==> config.mk <==
export PLATFORM = sky130hd
export DESIGN_NAME = power_up_reset_sequencer
export DESIGN_NICKNAME = d
export VERILOG_FILES = /design/src/reset_seq_pkg.sv /design/src/rc_tick_divider.sv /design/src/dip_qualifier.sv /design/src/power_up_reset_sequencer.sv
export SDC_FILE = /design/constraint.sdc
export NUM_CORES = 1
export LEC_CHECK = 0
export BUFFER_PORTS_ARGS = -buffer_cell sky130_fd_sc_hd__buf_2
export CAP_MARGIN = 15
export CORE_UTILIZATION = 55
export DETAILED_ROUTE_END_ITERATION = 16
export MAX_ROUTING_LAYER = met4
export PLACE_DENSITY = 0.82
export SLEW_MARGIN = 30
export SYNTH_ARGS = -nofsm -noshare
export SYNTH_HDL_FRONTEND = slang
export SYNTH_SLANG_ARGS = --single-unit
==> constraint.sdc <==
create_clock -name clk -period 2.3 [get_ports clk]
set_input_delay 0.575 -clock clk [delete_from_list [all_inputs] [get_ports clk]]
set_output_delay 0.575 -clock clk [all_outputs]
set_load 0.005 [all_outputs]
==> src/reset_seq_pkg.sv <==
package reset_seq_pkg;

	// ------------------------------------------------------------
	// clock and internal rc time base
	// ------------------------------------------------------------
	localparam int CLK_PERIOD_NS = 4;
	localparam int RC_TICK_NS = 1000;
	localparam int RC_TICK_CYCLES = RC_TICK_NS / CLK_PERIOD_NS;
	localparam int TICK_CNT_W = 8;

	// ------------------------------------------------------------
	// power-up delay timer
	// ------------------------------------------------------------
	localparam int POWER_UP_DELAY_PERIOD_MS = 72;
	localparam int DELAY_TICKS_DEF =
		POWER_UP_DELAY_PERIOD_MS * 1000000 / RC_TICK_NS;
	localparam int DELAY_CNT_W = 17;

	// ------------------------------------------------------------
	// supply dip qualification
	// ------------------------------------------------------------
	localparam int DIP_MIN_DURATION_US = 100;
	localparam int DIP_MIN_TICKS =
		(DIP_MIN_DURATION_US * 1000 + RC_TICK_NS - 1) / RC_TICK_NS;
	localparam int DIP_CNT_W = 7;

	// ------------------------------------------------------------
	// oscillator start-up counter
	// ------------------------------------------------------------
	localparam int OSC_STARTUP_CYCLES = 1024;
	localparam int OSC_CNT_W = 10;

	// ------------------------------------------------------------
	// types
	// ------------------------------------------------------------
	typedef enum logic [1:0] {
		OSC_RC,
		CRYSTAL_LOW_POWER_MODE,
		CRYSTAL_MID_MODE,
		CRYSTAL_HIGH_SPEED_MODE
	} oscMode_type;

	typedef struct packed {
		logic delayTimerFuse;
		logic dipResetEnableFuse;
		oscMode_type oscMode;
	} fuses_type;

	typedef struct packed {
		logic coreReset;
		logic wakeStall;
	} seqOut_type;

	localparam seqOut_type SEQ_OUT_RESET = '{coreReset: 1'b1,
		wakeStall: 1'b0};

endpackage

==> src/rc_tick_divider.sv <==
`timescale 1ns/100ps
`default_nettype none
module rc_tick_divider
(
	input wire logic clk,
	input wire logic sys_rst,
	output logic tick
);
	import reset_seq_pkg::*;

	localparam logic [TICK_CNT_W-1:0] TICK_LAST =
		TICK_CNT_W'(RC_TICK_CYCLES - 1);

	logic [TICK_CNT_W-1:0] divCnt_q;

	// ------------------------------------------------------------
	// free-running rc time base
	// ------------------------------------------------------------
	always_ff @(posedge clk or posedge sys_rst)
	begin
		if (sys_rst)
		begin
			divCnt_q <= '0;
			tick <= 1'b0;
		end
		else
		begin
			tick <= (divCnt_q == TICK_LAST);
			if (divCnt_q == TICK_LAST)
				divCnt_q <= '0;
			else
				divCnt_q <= divCnt_q + 1'b1;
		end
	end

endmodule
`default_nettype wire

==> src/dip_qualifier.sv <==
`timescale 1ns/100ps
`default_nettype none
module dip_qualifier
(
	input wire logic clk,
	input wire logic sys_rst,
	input wire logic dipDetect,
	input wire logic tick,
	output logic belowLevel,
	output logic dipQualified
);
	import reset_seq_pkg::*;

	localparam logic [DIP_CNT_W-1:0] DIP_LAST =
		DIP_CNT_W'(DIP_MIN_TICKS - 1);

	logic dipS1_q;
	logic [DIP_CNT_W-1:0] dipCnt_q;

	// ------------------------------------------------------------
	// synchroniser
	// ------------------------------------------------------------
	always_ff @(posedge clk or posedge sys_rst)
	begin
		if (sys_rst)
		begin
			dipS1_q <= 1'b0;
			belowLevel <= 1'b0;
		end
		else
		begin
			dipS1_q <= dipDetect;
			belowLevel <= dipS1_q;
		end
	end

	// ------------------------------------------------------------
	// short dip filter
	// ------------------------------------------------------------
	always_ff @(posedge clk or posedge sys_rst)
	begin
		if (sys_rst)
		begin
			dipCnt_q <= '0;
			dipQualified <= 1'b0;
		end
		else if (!belowLevel)
		begin
			dipCnt_q <= '0;
			dipQualified <= 1'b0;
		end
		else if (tick && !dipQualified)
		begin
			if (dipCnt_q == DIP_LAST)
				dipQualified <= 1'b1;
			else
				dipCnt_q <= dipCnt_q + 1'b1;
		end
	end

endmodule
`default_nettype wire

==> src/power_up_reset_sequencer.sv <==
// Summary of operation
// - supply-rise pulse starts the reset sequence
// - power-up delay timer runs its time-out; core held in reset meanwhile
// - delay timer counts rc ticks, independent of main oscillator
// - delay timer fuse clear skips the delay
// - after the delay, count 1024 main oscillator edges before release
// - start-up count only in crystal modes, only on power-on or wake
// - dip reset enable fuse gates the dip detector's reset effect
// - dips shorter than about 100 us are filtered out
// - after a qualified dip, hold reset until supply back above threshold
// - on recovery from a dip, run the full 72 ms delay
// - dip during the delay clears timer and restarts the sequence
// - dip reset enabled forces the delay timer on
// - rc mode wake from sleep inserts no start-up count
`timescale 1ns/100ps
`default_nettype none
module power_up_reset_sequencer
#(
	parameter int unsigned DELAY_TICKS = reset_seq_pkg::DELAY_TICKS_DEF
)
(
	input wire logic clk,
	input wire logic sys_rst,
	input wire logic supplyRise,
	input wire logic dipDetect,
	input wire logic mainOscInput,
	input wire logic wakeReq,
	input wire reset_seq_pkg::fuses_type fuses,
	output reset_seq_pkg::seqOut_type seqOut
);
	import reset_seq_pkg::*;

	localparam logic [DELAY_CNT_W-1:0] DELAY_LAST =
		DELAY_CNT_W'(DELAY_TICKS - 1);
	localparam logic [OSC_CNT_W-1:0] OSC_LAST =
		OSC_CNT_W'(OSC_STARTUP_CYCLES - 1);

	typedef enum logic [2:0] {
		ST_HOLD,
		ST_DELAY,
		ST_OSC,
		ST_RUN,
		ST_WAKE
	} state_type;

	state_type stateQ;
	state_type stateD;
	logic [2:0] porS_q;
	logic [2:0] oscS_q;
	logic porEdge;
	logic oscEdge;
	logic tick;
	logic belowLevel;
	logic dipQualified;
	logic dipHit;
	logic crystal;
	logic useTimer;
	logic startupNeeded;
	logic porSeq_q;
	logic [DELAY_CNT_W-1:0] timerCnt_q;
	logic [OSC_CNT_W-1:0] oscCnt_q;
	seqOut_type seqOut_q;

	// ------------------------------------------------------------
	// sub-blocks
	// ------------------------------------------------------------
	rc_tick_divider rcTick
	(
		.clk(clk),
		.sys_rst(sys_rst),
		.tick(tick)
	);

	dip_qualifier dipFilter
	(
		.clk(clk),
		.sys_rst(sys_rst),
		.dipDetect(dipDetect),
		.tick(tick),
		.belowLevel(belowLevel),
		.dipQualified(dipQualified)
	);

	// ------------------------------------------------------------
	// pin synchronisers and edge detect
	// ------------------------------------------------------------
	always_ff @(posedge clk or posedge sys_rst)
	begin
		if (sys_rst)
		begin
			porS_q <= '0;
			oscS_q <= '0;
		end
		else
		begin
			porS_q <= {porS_q[1:0], supplyRise};
			oscS_q <= {oscS_q[1:0], mainOscInput};
		end
	end

	assign porEdge = porS_q[1] & ~porS_q[2];
	assign oscEdge = oscS_q[1] & ~oscS_q[2];
	assign dipHit = fuses.dipResetEnableFuse & dipQualified;
	assign crystal = (fuses.oscMode != OSC_RC);
	assign useTimer = fuses.delayTimerFuse | fuses.dipResetEnableFuse;
	assign startupNeeded = crystal & porSeq_q;

	// ------------------------------------------------------------
	// sequence state
	// ------------------------------------------------------------
	always_comb
	begin
		stateD = stateQ;
		unique case (stateQ)
			ST_HOLD:
			begin
				if (!(fuses.dipResetEnableFuse && belowLevel))
				begin
					if (useTimer)
						stateD = ST_DELAY;
					else if (startupNeeded)
						stateD = ST_OSC;
					else
						stateD = ST_RUN;
				end
			end
			ST_DELAY:
			begin
				if (tick && timerCnt_q == DELAY_LAST)
					stateD = startupNeeded ? ST_OSC : ST_RUN;
			end
			ST_OSC:
			begin
				if (oscEdge && oscCnt_q == OSC_LAST)
					stateD = ST_RUN;
			end
			ST_RUN:
			begin
				if (wakeReq && crystal)
					stateD = ST_WAKE;
			end
			ST_WAKE:
			begin
				if (oscEdge && oscCnt_q == OSC_LAST)
					stateD = ST_RUN;
			end
		endcase
		if (dipHit)
			stateD = ST_HOLD;
		if (porEdge)
			stateD = ST_HOLD;
	end

	always_ff @(posedge clk or posedge sys_rst)
	begin
		if (sys_rst)
			stateQ <= ST_HOLD;
		else
			stateQ <= stateD;
	end

	// power-on origin decides the start-up count
	always_ff @(posedge clk or posedge sys_rst)
	begin
		if (sys_rst)
			porSeq_q <= 1'b1;
		else if (porEdge)
			porSeq_q <= 1'b1;
		else if (dipHit)
			porSeq_q <= 1'b0;
	end

	// ------------------------------------------------------------
	// counters
	// ------------------------------------------------------------
	always_ff @(posedge clk or posedge sys_rst)
	begin
		if (sys_rst)
			timerCnt_q <= '0;
		else if (stateQ != ST_DELAY || stateD != ST_DELAY)
			timerCnt_q <= '0;
		else if (tick)
			timerCnt_q <= timerCnt_q + 1'b1;
	end

	always_ff @(posedge clk or posedge sys_rst)
	begin
		if (sys_rst)
			oscCnt_q <= '0;
		else if (stateQ != stateD)
			oscCnt_q <= '0;
		else if (oscEdge && (stateQ == ST_OSC || stateQ == ST_WAKE))
			oscCnt_q <= oscCnt_q + 1'b1;
	end

	// ------------------------------------------------------------
	// outputs
	// ------------------------------------------------------------
	always_ff @(posedge clk or posedge sys_rst)
	begin
		if (sys_rst)
			seqOut_q <= SEQ_OUT_RESET;
		else
		begin
			seqOut_q.coreReset <= (stateD == ST_HOLD) ||
				(stateD == ST_DELAY) || (stateD == ST_OSC);
			seqOut_q.wakeStall <= (stateD == ST_WAKE);
		end
	end

	assign seqOut = seqOut_q;
endmodule
`default_nettype wire

==> run_results.csv <==
group,metric,value,unit
sta,relSlewSlack,49.7,%
yosys,synth.most_common_cell,"dfrtp_1",
sta,finClkSkew,0.0112,ns
sta,fin_crit_sh,95.4,%
power,clockPowerShare,35.4,%
cells_and_area,layout.cells.non_filler,387,
cells_and_area,fin_area,3540,um2
die,fp.coreArea,5540,um2
yosys,postSynth.asyncResetShare,100,%
clock_tree,clk_pin_slew,0.07,ns
power,swShare,33.1,%
yosys,synth_area_leader_cell,"dfrtp_1",
global_route,grt_pass1_vias,2151,
power,p_switching,0.875,mW
clock_tree,cts_tree,"done",
cells_and_area,syn_to_final_growth,11.5,%
clock_tree,post_cts_buffers,0,
die,die_w,78.0,um
die,ios,12,
detailed_routing,routed_wl,5840,um
global_route,antenna_found_initial,0,
yosys,yosys.area.top_type_share,44.2,%
place,dp_hpwl,4010,um
run,drv_cap,0,
place,placed_area,3330,um2
clock_tree,cts_buffer_depth,2,
power,total_power,2.64,mW
sta,finalSetupViolations,0,
cells_and_area,diodes,0,
clock_tree,root_buffer,"clkbuf_8",
power,comb_power_share,22.5,%
critical_path,r2r_slack,0.10,ns
cells_and_area,n_fill_cell,443,
detailed_routing,drtIter0Drc,166,
detailed_routing,antenna_left,0,
sta,rsz0062_at_grt,"no",
sta,drv_slew,0,
yosys,synth_cell_types,58,
detailed_routing,drc,0,
cells_and_area,nets,325,
die,row_count,27,
critical_path,crit_required,2.49,ns
power,leakagePower,1.46,nW
critical_path,critPathCaptureType,"flip-flop",
critical_path,setup.worst_path.start_class,"flip-flop",
yosys,synth.net_count,305,
clock_tree,postCtsResizedCells,0,
die,fp.dieH,78.0,um
yosys,synthTopCellsByCount,"56 x dfrtp_1, 20 x nand2_1, 20 x nor2_1, 20 x xor2_1",
place,portBuffers,11,
cells_and_area,drive_gt1_share,24.8,%
critical_path,r2r_cells,6,
sta,hold_viol,0,
sta,fin_setup_tns,0,ns
clock_tree,cts_buffers,9,
global_route,grt_pass1_wl,10100,um
sta,fin_crit,2.20,ns
power,power.density,747,nW/um2
yosys,yosys_warnings,0,
place,gp_congestion,0.917,
outcome,status,"completed",
global_route,track_usage,22.6,%
sta,tightest_slew,0.750,ns
critical_path,r2r_start,"oscCnt_q[0]",
yosys,syn_inst,290,
global_route,grt_overflow_total,0,
yosys,synth_area,3170,um2
yosys,synth_seq_area_share,45.8,%
detailed_routing,via_per_inst,5.72,
power,vdd_drop_max,665,uV
power,seqPwrFrac,42.1,%
critical_path,r2r-end,"oscCnt_q[2]",
yosys,ys_top_cells_by_area,"dfrtp_1 44%, xor2_1 5.5%, nor3_2 5.4%, a2111oi_2 4.7%, xnor2_1 4.7%",
sta,max_freq,456,MHz
clock_tree,clk_latency,0.35,ns
yosys,synth_seq_cells,58,
clock_tree,cts.sinks,58,
global_route,grt_max_degree,36,
worst_hold_path,min_path_type,"input port to asynchronous set/reset pin",
yosys,ys.flop_type,"dfrtp_1",
clock_tree,cts_max_level,3,
yosys,synth_edf_count,0,
die,die_area,6080,um2
clock_tree,cts_hold_buffers,0,
critical_path,worstPathMaxFanout,10,
yosys,postSynthAreaPerCell,10.9,um2
critical_path,path_class,"flip-flop to flip-flop",
power,power.internal,1.77,mW
place,placedCellCount,371,
detailed_routing,wl_per_cell,15.1,um
detailed_routing,first_pass_iters,4,
detailed_routing,via_count,2214,
die,start_util,57.3,%
critical_path,arrival,2.38,ns
==> cell usage in the layout, fill, tap and decap left out, types with 4 or more instances in the layout <==
| master | n |
|---|---|
| nand2_1 | 20 |
| xnor2_1 | 17 |
| buf_2 | 11 |
| and3_1 | 6 |
| nor3_2 | 17 |
| buf_4 | 5 |
| nand3_1 | 12 |
| and4_1 | 5 |
| nand4_1 | 7 |
| o21ai_0 | 6 |
| and2_1 | 9 |
| ha_1 | 5 |
| inv_1 | 9 |
| dfrtp_1 | 55 |
| nand2b_1 | 4 |
| a2111oi_2 | 10 |
| nor2_1 | 20 |
| clkbuf_8 | 10 |
| xor2_1 | 20 |
==> per-stage QoR <==
| stage | hold slack (ns) | setup WS, ns | util (%) |
|---|---|---|---|
| CTS | 0.249 | 0.116 | 63.7 |
| global placement | 0.333 | 0.140 | 60.2 |
| floorplan | 0.331 | 0.275 | - |
| detailed placement | 0.340 | -0.0130 | 60.2 |
| global route | 0.282 | 0.00714 | 63.9 |
| finish | 0.252 | 0.105 | 63.9 |
==> metal layers <==
metal	global-route usage [%]	wire (um)
met5	-	0
met3	6.94	249
met4	8.52	44
met1	28.1	2710
met2	34.7	2840
==> flip-flops by register name (all words and copies together), names as in the netlist <==
| name | cells |
|---|---|
| porSeq_q | 1 |
| seqOut | 2 |
| timerCnt_q | 17 |
| rcTick.divCnt_q | 8 |
| dipFilter.dipQualified | 1 |
| stateQ | 3 |
| dipFilter.dipS1_q | 1 |
| porS_q | 3 |
| dipFilter.belowLevel | 1 |
| oscS_q | 3 |
| dipFilter.dipCnt_q | 7 |
| rcTick.tick | 1 |
| oscCnt_q | 10 |
==> cells by family (layout without fill, tap and decap cells) <==
| kind of cell | Yosys count | after routing | share of synthesized area, % |
|---|---|---|---|
| buf+inv | 21 | 46 | 3.47 |
| xor+xnor | 37 | 37 | 10.2 |
| flops | 58 | 58 | 45.8 |
| mux | 5 | 5 | 1.77 |
| compound gates | 40 | 40 | 11.6 |
| simple gates | 124 | 124 | 25.2 |
| fa+ha+maj | 5 | 5 | 1.97 |
==> worst max-delay path by stage <==
stage                           start           to  slack (ns)  depth (start not counted)
final                     oscCnt_q[0]  oscCnt_q[2]        0.10                          6
after global routing      oscCnt_q[0]  oscCnt_q[8]       0.007                          6
after CTS                 oscCnt_q[0]  oscCnt_q[2]        0.12                          6
after detailed placement     fuses[1]  oscCnt_q[6]       -0.01                          6
after global placement       fuses[1]  oscCnt_q[1]        0.14                          6
after floorplan              fuses[1]  oscCnt_q[0]        0.28                          5
==> power groups by stage <==
stage | combinational [mW] | sequential [mW] | clock [mW]
2_1_floorplan | 0.493 | 1.09 | 0
3_3_place_gp | 0.584 | 1.13 | 0
3_5_place_dp | 0.592 | 1.13 | 0
4_1_cts | 0.594 | 1.11 | 0.959
5_1_grt | 0.645 | 1.12 | 1.01
6_report | 0.594 | 1.11 | 0.935
==> worst max-delay path, stage by stage (launching register included) <==
cell       delay (ns)
dfrtp_1          0.39
ha_1             0.22
nand4_1          0.15
or4_1            0.59
o211ai_1         0.22
o2bb2ai_2        0.38
a2111oi_2        0.10
==> layout make-up <==
class	instances	area [um2]	area share (%)
Clock buffer	11	141	4.00
Clock inverter	5	55.1	1.56
Inverter	12	45.0	1.27
Multi-Input combinational cell	211	1620	45.8
Sequential cell	58	1460	41.1
Tap cell	72	90.1	2.55
Timing Repair Buffer	18	133	3.75
No activity file was read; power rests on OpenSTA's default activity.
